`config.mk`:
```
export PLATFORM = sky130hd
export DESIGN_NAME = mm_capture_input
export DESIGN_NICKNAME = d
export VERILOG_FILES = /design/src/core/mm_capture_pkg.sv /design/src/core/mm_capture_input.sv
export SDC_FILE = /design/constraint.sdc
export NUM_CORES = 1
export LEC_CHECK = 0
export BUFFER_PORTS_ARGS = -buffer_cell sky130_fd_sc_hd__buf_2
export CORE_MARGIN = 5
export CORE_UTILIZATION = 60
export CTS_CLUSTER_DIAMETER = 200
export DETAILED_ROUTE_END_ITERATION = 8
export PLACE_DENSITY = 0.83
export SYNTH_ARGS = -nofsm -noshare
export SYNTH_HDL_FRONTEND = slang
export SYNTH_SLANG_ARGS = --single-unit
export TNS_END_PERCENT = 5
```
`constraint.sdc`:
```
create_clock -name pclk -period 3.7 [get_ports pclk]
set_input_delay 0 -clock pclk [delete_from_list [all_inputs] [get_ports pclk]]
set_output_delay 0 -clock pclk [all_outputs]
set_load 0.02 [all_outputs]
```
`src/core/mm_capture_pkg.sv`:
```
/*
  Package for the multi mode channel pair capture input block.
  Holds register offsets, field positions, mode codes and filter table.
  Assumes a 32-bit APB register bus and one timer kernel clock.
*/
package mm_capture_pkg;

  // Register map
  localparam logic [7:0] ctrl_offset = 8'h00;
  localparam logic [7:0] status_offset = 8'h04;
  localparam logic [31:0] ctrl_reset = 32'h0000_0000;

  // Field positions in the control register
  localparam int c2_ms_lo_pos = 0;
  localparam int c2_psc_pos = 2;
  localparam int c2_flt_pos = 4;
  localparam int c3_ms_lo_pos = 8;
  localparam int c3_psc_pos = 10;
  localparam int c3_flt_pos = 12;
  localparam int c2_ms_hi_pos = 30;
  localparam int c3_ms_hi_pos = 31;
  localparam logic [31:0] ctrl_rsvd_mask = 32'h3fff_0000;

  // Status register fields
  localparam int st_c2_lvl_pos = 0;
  localparam int st_c3_lvl_pos = 1;
  localparam int st_c2_out_pos = 2;
  localparam int st_c3_out_pos = 3;
  localparam int st_c2_cnt_pos = 4;
  localparam int st_c3_cnt_pos = 8;

  // Channel mode select codes
  typedef enum logic [2:0] {
    mode_output = 3'b000,
    mode_own_input = 3'b001,
    mode_neighbour_input = 3'b010,
    mode_internal_trigger = 3'b011,
    mode_plain_input = 3'b100
  } chan_mode_e;

  // Sampling rate selectors
  localparam logic [2:0] rate_timer = 3'h0;
  localparam logic [2:0] rate_div2 = 3'h1;
  localparam logic [2:0] rate_div4 = 3'h2;
  localparam logic [2:0] rate_div8 = 3'h3;
  localparam logic [2:0] rate_div16 = 3'h4;
  localparam logic [2:0] rate_div32 = 3'h5;

  // Filter code to required count of equal samples
  function automatic logic [3:0] flt_count(input logic [3:0] code);
    unique case (code)
      4'h1: flt_count = 4'h2;
      4'h2: flt_count = 4'h4;
      4'h3, 4'h5, 4'h7, 4'h9, 4'hc, 4'hf: flt_count = 4'h8;
      4'h4, 4'h6, 4'h8, 4'hb, 4'he: flt_count = 4'h6;
      4'ha, 4'hd: flt_count = 4'h5;
      default: flt_count = 4'h1;
    endcase
  endfunction

  // Filter code to sampling rate selector
  function automatic logic [2:0] flt_rate(input logic [3:0] code);
    unique case (code)
      4'h4, 4'h5: flt_rate = rate_div2;
      4'h6, 4'h7: flt_rate = rate_div4;
      4'h8, 4'h9: flt_rate = rate_div8;
      4'ha, 4'hb, 4'hc: flt_rate = rate_div16;
      4'hd, 4'he, 4'hf: flt_rate = rate_div32;
      default: flt_rate = rate_timer;
    endcase
  endfunction

  // Prescaler code to edge-count mask (every 1, 2, 4, 8 edges)
  function automatic logic [2:0] psc_mask(input logic [1:0] code);
    unique case (code)
      2'b01: psc_mask = 3'h1;
      2'b10: psc_mask = 3'h3;
      2'b11: psc_mask = 3'h7;
      default: psc_mask = 3'h0;
    endcase
  endfunction

endpackage

```
`src/core/mm_capture_input.sv`:
```
/*
  Input-side logic of multi mode channels 2 and 3: mode select, digital
  input filter and capture prescaler, with one APB control register.
  Assumes raw inputs arrive asynchronously, dts_tick is a one-cycle pulse
  at the dead-time clock rate, and polarity has been applied upstream.
*/
// The address map and the APB slave port were chosen for this implementation.
// What this block does
// Software changes a mode-select field only while its channel is disabled; such writes are ignored otherwise.
// Mode code 000 makes channel 2 an output channel, not a capture input.
// Code 001 captures from the channel's own filtered input and 010 from the neighbour channel's.
// Code 011 captures from the internal trigger, meaningful only when an internal trigger is selected.
// Code 100 captures from the plain channel filtered input; codes 101 to 111 are reserved.
// Mode-select top bits sit at 30 and 31, low bits at 1:0 and 9:8.
// The filter counts equal samples at the chosen rate and accepts a level on reaching the count; code 0 bypasses.
// Filter codes select counts 2, 4, 8 at timer clock and 5, 6 or 8 at dts divided by 2 to 32.
// Prescaler codes 00, 01, 10, 11 capture every 1, 2, 4, 8 active edges.
// The prescaler edge counter resets while the channel enable bit is clear.
// Channel 2 filter is at bits 7:4, prescaler at 3:2, low mode bits at 1:0.
// Channel 3 filter at 15:12 and prescaler at 11:10 behave as channel 2's.
// Software keeps reserved bits 29:16 at their reset value.
// A reserved mode code disconnects the channel input so that no capture occurs.
`timescale 1ns/1ps

module mm_capture_input
  import mm_capture_pkg::*;
(
  input wire logic pclk,
  input wire logic presetn,
  input wire logic clk_en,
  input wire logic psel,
  input wire logic penable,
  input wire logic pwrite,
  input wire logic [7:0] paddr,
  input wire logic [31:0] pwdata,
  output logic [31:0] prdata,
  output logic pready,
  output logic pslverr,
  input wire logic dts_tick,
  input wire logic chan2_raw_input,
  input wire logic chan3_raw_input,
  input wire logic plain_chan2_raw,
  input wire logic plain_chan3_raw,
  input wire logic internal_trigger_signal,
  input wire logic chan2_enable_bit,
  input wire logic chan3_enable_bit,
  output logic chan2_is_output,
  output logic chan3_is_output,
  output logic chan2_capture_source,
  output logic chan3_capture_source,
  output logic chan2_capture,
  output logic chan3_capture
);

  logic [31:0] ctrl_ff;
  logic [1:0] raw_s1_ff, raw_s2_ff, plain_s1_ff, plain_s2_ff;
  logic [4:0] dts_div_ff;
  logic [1:0] flt_lvl_ff, plain_lvl_ff;
  logic [3:0] flt_cnt_ff [2];
  logic [3:0] plain_cnt_ff [2];
  logic [1:0] src_ff, src_q_ff, cap_ff;
  logic [2:0] psc_cnt_ff [2];
  logic [1:0] is_out_ff;
  logic [31:0] prdata_ff;
  logic pready_ff, pslverr_ff;

  // APB decode
  wire setup = psel && !penable;
  wire acc_done = psel && penable && pready_ff;
  wire hit_ctrl = paddr == ctrl_offset;
  wire hit_status = paddr == status_offset;
  wire wr_ctrl = acc_done && pwrite && hit_ctrl;
  wire [1:0] ch_en = {chan3_enable_bit, chan2_enable_bit};

  // Field views
  wire [2:0] mode_c2 = {ctrl_ff[c2_ms_hi_pos], ctrl_ff[c2_ms_lo_pos +: 2]};
  wire [2:0] mode_c3 = {ctrl_ff[c3_ms_hi_pos], ctrl_ff[c3_ms_lo_pos +: 2]};
  wire [3:0] flt_c2 = ctrl_ff[c2_flt_pos +: 4];
  wire [3:0] flt_c3 = ctrl_ff[c3_flt_pos +: 4];
  wire [1:0] psc_c2 = ctrl_ff[c2_psc_pos +: 2];
  wire [1:0] psc_c3 = ctrl_ff[c3_psc_pos +: 2];

  // Write merge: mode bits frozen while the channel is active
  wire [31:0] ms_c2_mask = (32'h1 << c2_ms_hi_pos) | (32'h3 << c2_ms_lo_pos);
  wire [31:0] ms_c3_mask = (32'h1 << c3_ms_hi_pos) | (32'h3 << c3_ms_lo_pos);
  wire [31:0] keep_mask = ctrl_rsvd_mask | (chan2_enable_bit ? ms_c2_mask : 32'h0) |
    (chan3_enable_bit ? ms_c3_mask : 32'h0);
  wire [31:0] nxt_ctrl = (ctrl_ff & keep_mask) | (pwdata & ~keep_mask);

  // Status word
  wire [31:0] status_word = (32'(src_ff[0]) << st_c2_lvl_pos) | (32'(src_ff[1]) << st_c3_lvl_pos) |
    (32'(is_out_ff[0]) << st_c2_out_pos) | (32'(is_out_ff[1]) << st_c3_out_pos) |
    (32'(psc_cnt_ff[0]) << st_c2_cnt_pos) | (32'(psc_cnt_ff[1]) << st_c3_cnt_pos);
  wire [31:0] nxt_prdata = hit_ctrl ? ctrl_ff : (hit_status ? status_word : 32'h0);
  wire nxt_slverr = !(hit_ctrl || hit_status) || (pwrite && hit_status);

  // Dead-time divided sample strobes
  wire [5:0] rate_tick = {dts_tick && dts_div_ff == 5'h1f, dts_tick && dts_div_ff[3:0] == 4'hf,
    dts_tick && dts_div_ff[2:0] == 3'h7, dts_tick && dts_div_ff[1:0] == 2'h3,
    dts_tick && dts_div_ff[0], 1'b1};

  // Filter setup per channel
  wire [3:0] flt_code [2];
  assign flt_code[0] = flt_c2;
  assign flt_code[1] = flt_c3;
  wire [1:0] samp;
  wire [1:0] flt_out, plain_out;
  assign samp[0] = rate_tick[flt_rate(flt_c2)];
  assign samp[1] = rate_tick[flt_rate(flt_c3)];

  // Bypass when the filter code is zero
  assign flt_out[0] = flt_c2 == 4'h0 ? raw_s2_ff[0] : flt_lvl_ff[0];
  assign flt_out[1] = flt_c3 == 4'h0 ? raw_s2_ff[1] : flt_lvl_ff[1];
  assign plain_out[0] = flt_c2 == 4'h0 ? plain_s2_ff[0] : plain_lvl_ff[0];
  assign plain_out[1] = flt_c3 == 4'h0 ? plain_s2_ff[1] : plain_lvl_ff[1];

  // Source multiplexers; reserved codes leave the source idle low
  function automatic logic pick_src(input logic [2:0] mode, input logic own, input logic nbr,
    input logic trg, input logic plain);
    unique case (mode)
      mode_own_input: pick_src = own;
      mode_neighbour_input: pick_src = nbr;
      mode_internal_trigger: pick_src = trg;
      mode_plain_input: pick_src = plain;
      default: pick_src = 1'b0;
    endcase
  endfunction

  wire [1:0] nxt_src;
  assign nxt_src[0] = pick_src(mode_c2, flt_out[0], flt_out[1], internal_trigger_signal, plain_out[0]);
  assign nxt_src[1] = pick_src(mode_c3, flt_out[1], flt_out[0], internal_trigger_signal, plain_out[1]);
  wire [1:0] valid_in = {mode_c3 != mode_output && mode_c3 <= mode_plain_input,
    mode_c2 != mode_output && mode_c2 <= mode_plain_input};

  // Rising active edge of the chosen source
  wire [1:0] edge_seen = nxt_src & ~src_q_ff & valid_in;
  wire [2:0] mask_c [2];
  assign mask_c[0] = psc_mask(psc_c2);
  assign mask_c[1] = psc_mask(psc_c3);

  // APB slave: zero-wait single-cycle access phase
  always_ff @(posedge pclk or negedge presetn) begin
    if (!presetn) begin
      ctrl_ff <= ctrl_reset;
      prdata_ff <= 32'h0;
      pready_ff <= 1'b0;
      pslverr_ff <= 1'b0;
    end else if (clk_en) begin
      pready_ff <= setup;
      if (setup) begin
        prdata_ff <= pwrite ? 32'h0 : nxt_prdata;
        pslverr_ff <= nxt_slverr;
      end
      if (wr_ctrl) begin
        ctrl_ff <= nxt_ctrl;
      end
    end
  end

  // Input synchronisers and dts divider
  always_ff @(posedge pclk or negedge presetn) begin
    if (!presetn) begin
      raw_s1_ff <= 2'b00;
      raw_s2_ff <= 2'b00;
      plain_s1_ff <= 2'b00;
      plain_s2_ff <= 2'b00;
      dts_div_ff <= 5'h0;
    end else if (clk_en) begin
      raw_s1_ff <= {chan3_raw_input, chan2_raw_input};
      raw_s2_ff <= raw_s1_ff;
      plain_s1_ff <= {plain_chan3_raw, plain_chan2_raw};
      plain_s2_ff <= plain_s1_ff;
      if (dts_tick) begin
        dts_div_ff <= dts_div_ff + 5'h1;
      end
    end
  end

  // Per-channel filter, edge detect and prescaler
  for (genvar i = 0; i < 2; i++) begin : g_ch
    always_ff @(posedge pclk or negedge presetn) begin
      if (!presetn) begin
        flt_lvl_ff[i] <= 1'b0;
        plain_lvl_ff[i] <= 1'b0;
        flt_cnt_ff[i] <= 4'h0;
        plain_cnt_ff[i] <= 4'h0;
      end else if (clk_en && samp[i]) begin
        // Count equal samples differing from accepted level
        if (raw_s2_ff[i] == flt_lvl_ff[i]) begin
          flt_cnt_ff[i] <= 4'h0;
        end else if (flt_cnt_ff[i] + 4'h1 >= flt_count(flt_code[i])) begin
          flt_lvl_ff[i] <= raw_s2_ff[i];
          flt_cnt_ff[i] <= 4'h0;
        end else begin
          flt_cnt_ff[i] <= flt_cnt_ff[i] + 4'h1;
        end
        if (plain_s2_ff[i] == plain_lvl_ff[i]) begin
          plain_cnt_ff[i] <= 4'h0;
        end else if (plain_cnt_ff[i] + 4'h1 >= flt_count(flt_code[i])) begin
          plain_lvl_ff[i] <= plain_s2_ff[i];
          plain_cnt_ff[i] <= 4'h0;
        end else begin
          plain_cnt_ff[i] <= plain_cnt_ff[i] + 4'h1;
        end
      end
    end

    always_ff @(posedge pclk or negedge presetn) begin
      if (!presetn) begin
        src_q_ff[i] <= 1'b0;
        src_ff[i] <= 1'b0;
        cap_ff[i] <= 1'b0;
        psc_cnt_ff[i] <= 3'h0;
        is_out_ff[i] <= 1'b1;
      end else if (clk_en) begin
        src_q_ff[i] <= nxt_src[i];
        src_ff[i] <= nxt_src[i];
        is_out_ff[i] <= (i == 0 ? mode_c2 : mode_c3) == mode_output;
        cap_ff[i] <= ch_en[i] && edge_seen[i] && psc_cnt_ff[i] == mask_c[i];
        if (!ch_en[i]) begin
          psc_cnt_ff[i] <= 3'h0;
        end else if (edge_seen[i]) begin
          psc_cnt_ff[i] <= psc_cnt_ff[i] == mask_c[i] ? 3'h0 : psc_cnt_ff[i] + 3'h1;
        end
      end
    end
  end

  // Outputs straight from flip-flops
  assign prdata = prdata_ff;
  assign pready = pready_ff;
  assign pslverr = pslverr_ff;
  assign chan2_is_output = is_out_ff[0];
  assign chan3_is_output = is_out_ff[1];
  assign chan2_capture_source = src_ff[0];
  assign chan3_capture_source = src_ff[1];
  assign chan2_capture = cap_ff[0];
  assign chan3_capture = cap_ff[1];

endmodule

```
### Yosys cells after proc, flatten, opt, wreduce, memory -nomap -nowiden

Memory sizes are Yosys's and may differ from the RTL's.
Cells that the tools add are included.

* add/sub/neg operators: 7
* mux-type cells: 39
* bitwise gates (word level): 17
* equal/unequal tests: 27
* reduce and logical (&&, ||, !) cells: 39
* $lt $le $gt $ge: 8

Operators with widths (count)
* 32-bit 2-to-1 mux: 3
* 32-bit bitwise AND: 2
* 4-bit 2-to-1 mux: 16
* 32-bit NOT: 1
* 31-bit by 32-bit OR with 32-bit output: 1
* 32-bit OR: 1
* 31-bit 2-to-1 mux: 1
* 1-bit logical AND: 19
* 3-bit 2-to-1 mux: 6
* 3-bit case mux with 3 select lines: 2
* 4-bit by 1-bit adder with 4-bit output, second input constant: 4
* 4-bit >= comparator: 4
* 3-bit by 2-bit == test with 1-bit output, second input constant: 4
* 3-bit AND reduction: 4
* 11-bit 2-to-1 mux: 1
* 7-bit by 11-bit OR with 11-bit output: 1
* 2-bit == test, second input constant: 5
* 2-bit AND reduction: 5
* 3-bit == test, second input constant: 3
* 8-bit by 3-bit == test with 1-bit output, second input constant: 1
* 4-bit zero test: 2
* 8-bit zero test: 1
* 3-bit by 4-bit < comparator with 1-bit output, second input constant: 2
* 1-bit case mux with 4 select lines: 2
* other kinds (23): 46

* memories: 6
* word-level logic and storage cells: 168
* bits of input ports: 54
* bits in read-only memories: 352
* bits in registers: 111

Memory list
* (no name shown): words 16, width 4, rd ports 1, clocked after memory_dff 0, wr ports 0, line mm_capture_pkg.sv:51 `unique case (code)`
* (no name shown): words 16, width 4, rd ports 1, clocked after memory_dff 0, wr ports 0, line mm_capture_pkg.sv:51
* (no name shown): words 16, width 4, rd ports 1, clocked after memory_dff 0, wr ports 0, line mm_capture_pkg.sv:51
* (no name shown): words 16, width 4, rd ports 1, clocked after memory_dff 0, wr ports 0, line mm_capture_pkg.sv:51
* (no name shown): words 16, width 3, rd ports 1, clocked after memory_dff 0, wr ports 0, line mm_capture_pkg.sv:63 `unique case (code)`
* (no name shown): words 16, width 3, rd ports 1, clocked after memory_dff 0, wr ports 0, line mm_capture_pkg.sv:63

### Logic depth before layout (Yosys ltp)

* word-level depth: 9
* gate-level depth with buffers: 12

### Worst setup path after synthesis

No wires, ideal clock.

* path kind: flip-flop to flip-flop
* from: register ctrl_ff[7]
* to: register flt_lvl_ff[0]
* path buffers: 2
* data arrival time: 2405 ps
* stages on the path, launching flop included: 10
* slack: 1167 ps
* library setup time: 128 ps
* path through: dfrtp_1 -> buf_2 -> clkbuf_1 -> mux2_2 -> o21ai_0 -> ha_1 -> nand2_1 -> or3b_1 -> a31oi_1 -> mux2_1

* word-level cells in the longest chain between the ends: 5

Ends and longest elaborated chain
* start: declaration: line mm_capture_input.sv:55 `logic [31:0] ctrl_ff;`
* start signal: assignment: line mm_capture_input.sv:144 `ctrl_ff <= ctrl_reset;`
* start signal: assignment: line mm_capture_input.sv:155 `ctrl_ff <= nxt_ctrl;`
* memory read 16 x 4 bit or memory read 16 x 3 bit (tied branches)
* 4-bit 2-to-1 mux or 1-bit binary-select mux with 3-bit select (tied branches): line mm_capture_input.sv:189, mm_capture_input.sv:108
* 4-bit 2-to-1 mux or 1-bit 2-to-1 mux (tied branches): line mm_capture_input.sv:187, mm_capture_input.sv:108
* 4-bit >= comparator or 1-bit logical AND (tied branches): line mm_capture_input.sv:191, mm_capture_input.sv:187
* 3-bit AND reduction (no source line) (*)
* end signal: indexed assignment: line mm_capture_input.sv:192 `flt_lvl_ff[i] <= raw_s2_ff[i];`
* end: declaration: line mm_capture_input.sv:58 `logic [1:0] flt_lvl_ff, plain_lvl_ff;`

Every way passes the cells marked *; elsewhere a longest branch is shown, timed or not. The select of a mux whose other input is x is not followed.
A chain may end at the register's enable or synchronous reset.

### Worst setup path after layout

* from: register ctrl_ff[5]
* to: register plain_lvl_ff[0]

* word-level cells in the longest chain between the ends: 5

Ends and longest elaborated chain
* memory read 16 x 4 bit or memory read 16 x 3 bit (tied branches)
* 4-bit 2-to-1 mux or 1-bit binary-select mux with 3-bit select (tied branches): line mm_capture_input.sv:197, mm_capture_input.sv:108
* 4-bit 2-to-1 mux or 1-bit 2-to-1 mux (tied branches): line mm_capture_input.sv:187, mm_capture_input.sv:108
* 4-bit >= comparator or 1-bit logical AND (tied branches): line mm_capture_input.sv:199, mm_capture_input.sv:187
* 3-bit AND reduction (no source line) (*)
* end signal: indexed assignment: line mm_capture_input.sv:200 `plain_lvl_ff[i] <= plain_s2_ff[i];`
* end: declaration: line mm_capture_input.sv:58

Marks and branches as above.

==> flow_summary.ini <==
[worst_setup_path]
critical_path_class = reg2reg
path_depth = 12
slowest_delay_ns = 0.53
crit_family = adder cells
reg2regPathDepth = 12
crit_arrival_ns = 3.36
critPathMaxFanout = 8
required_ns = 3.94
cp_slowest_cell = dfrtp_1
crit_path_frequent_cell = ha_1
r2r-end = plain_lvl_ff[0]
critPathLaunchType = register
r2r_setup_slack_ns = 0.58
critPathBufInv = 1
r2r_start = ctrl_ff[5]
path_cells = inv_1 -> ha_1 -> nand2_1 -> o21ai_0 -> nor2_1 -> a21oi_1 -> ha_1 -> a21o_1 -> nand3_1 -> o211ai_1 -> nor2b_1 -> mux2_1
endpoint_kind = register

[placed_design]
placedInstanceArea_mm2 = 0.00547
place_congestion = 0.834
dp.cells = 661
port_buffers = 65
place_hpwl_um = 8490

[yosys]
synth_area_per_cell_um2 = 10.1
synth.area.top_cells = dfrtp_1 40%, ha_1 9.1%, mux2_2 6.0%
ys_ff_latch = 83
yosysWarningCount = 0
yosysUniqueCellTypes = 62
synthFlopType = dfrtp_1
syn_area_mm2 = 0.00509
async_flop_share = 1.00
synth_top_area_cell = dfrtp_1
synth_cells = 502
synth_seq_area_share = 0.408
synth_common_cells = 81 x dfrtp_1, 65 x nand2_1, 37 x ha_1
synth-edff-count = 0
yosysMostFrequentCell = dfrtp_1
yosysTopAreaCellShare = 0.398

[job]
maxCapViolCount = 0

[final_layout]
synthToLayoutAreaGrowth_pct = 16.8
diodes = 0
instances_no_fill = 702
fill_cells = 596
multiInputGateArea_mm2 = 0.00276
seq_area_mm2 = 0.00208
stdcell_area_mm2 = 0.00595
drive_gt1_frac = 0.236
layout.nets = 683

[timing]
drv_slew = 0
post-route-min-period_ns = 3.12
period_share = 0.843
rsz0062_at_grt = false
clock_skew_ns = 0.0130
fmax_mhz = 321
setup_tns_ns = 0
worst_pin_slew_ns = 1.03
hold_ws_ns = -0.00241
slew-limit-headroom = 0.313
finalHoldViolCount = 1
setup_violations = 0

[floorplanning]
core.rowCount = 33
die_h_um = 102
io_pins = 94
die_w_um = 102
start_util = 0.617
core-area_mm2 = 0.00826
die-area_mm2 = 0.0104

[min_path]
min_path_cells = 3
hp-start = pwrite
min-delay-path-class = in2reg
min_to = pslverr

[power]
worst_ir_drop_vdd_v = 0.000268
power_mw = 2.28
power_density_mw_per_mm2 = 383
p_leak_nw = 2.88

[grt]
grt_max_degree = 84
overflow = 0
grt_pass1_wl_um = 20000
track_usage = 0.246
grt_antenna_before_repair = 0
grt_pass1_vias = 4154

[clocking]
cts_buffers = 9
postCtsSetupRepairBufs = 0
clock-root-buffer = clkbuf_8
clk_latency_ns = 0.37
cts_tree = yes
cts_hold_buf = 25
htreeDepth = 3
cts_buffer_depth = 2
ctsResizeCount = 0
cts_sinks = 83
clk_pin_slew_worst_paths_ns = 0.09

[outcome]
outcome = finished, violations left
failed_checks = negative hold slack

[route]
avgViaCountPerCell = 6.01
first_pass_iters = 4
drtIter0Drc = 241
ant_nets = 0
drt-total-wl_um = 12100
drc = 0
wl_per_cell_um = 17.3
vias = 4221
-- logic make-up after synthesis --
| logic type | count (synthesis) | synth area share |
|---|---|---|
| buffers and inverters | 62 | 0.0595 |
| multiplexers | 43 | 0.102 |
| AO/OA/AOI/OAI | 101 | 0.144 |
| flip-flops | 83 | 0.408 |
| adder cells (fa/ha/maj) | 37 | 0.0909 |
| other | 1 | 0.000737 |
| XOR/XNOR | 17 | 0.0292 |
| AND/OR/NAND/NOR | 158 | 0.165 |
-- layout by cell type (no fill, tap or decap), types with 12 or more instances in the layout --
cell,synthesis,final
nand3_1,19,19
nand2b_1,14,14
nand2_1,65,65
xnor2_1,12,12
dlygate4sd3_1,0,25
a22o_1,15,15
o21ai_0,26,26
dfrtp_1,81,81
inv_1,30,30
ha_1,37,37
buf_2,5,64
mux2_2,27,27
nor2_1,13,13
conb_1,1,14
-- routing by layer --
metal / global-route usage / part of all wire / up-vias
li1: - / - / 1959
met1: 0.320 / 0.42 / 2080
met2: 0.415 / 0.51 / 155
met3: 0.0430 / 0.049 / 27
met4: 0.0858 / 0.022 / 0
met5: 0 / 0 / -
-- worst max path at each step --
stage | start | endpoint
6_report | ctrl_ff[5] | plain_lvl_ff[0]
5_1_grt | ctrl_ff[5] | plain_lvl_ff[0]
4_1_cts | ctrl_ff[5] | plain_lvl_ff[0]
3_5_place_dp | ctrl_ff[5] | flt_lvl_ff[0]
3_3_place_gp | ctrl_ff[5] | plain_lvl_ff[0]
2_1_floorplan | ctrl_ff[7] | flt_lvl_ff[0]
-- report_power, final --
group          switching [mW]  internal [mW]
registers              0.0878          0.987
logic                   0.250          0.216
clock network           0.340          0.398
total                   0.678           1.60
-- registers in the layout, indices dropped and copies added, names as in the netlist, 5 cells and up, named ones only --
name          count
dts_div_ff        5
plain_cnt_ff      8
psc_cnt_ff        6
prdata           18
flt_cnt_ff        8
ctrl_ff          12
-- cell type report --
cell class                      instances  share of cell area
Inverter                               32              0.0206
Multi-Input combinational cell        370               0.465
Tap cell                              105              0.0221
Timing Repair Buffer                   96               0.105
Sequential cell                        83               0.350
Clock buffer                           10              0.0231
Clock inverter                          6              0.0149
-- stage by stage --
| stage | hold slack (ns) | setup WS [ns] | util |
|---|---|---|---|
| 2_1_floorplan | -0.296 | 1.17 | - |
| 3_3_place_gp | 0.204 | 0.915 | 0.662 |
| 3_5_place_dp | 0.212 | 0.773 | 0.662 |
| 4_1_cts | 0.00498 | 0.601 | 0.720 |
| 5_1_grt | 0.0232 | 0.394 | 0.720 |
| 6_report | -0.00241 | 0.582 | 0.720 |
-- worst reg2reg max path: stages (launching register included) --
cell	delay, ns
dfrtp_1	0.53
inv_1	0.18
ha_1	0.35
nand2_1	0.12
o21ai_0	0.13
nor2_1	0.15
a21oi_1	0.09
ha_1	0.32
a21o_1	0.15
nand3_1	0.08
o211ai_1	0.30
nor2b_1	0.26
mux2_1	0.35
Power figures use the tool's default switching activity.
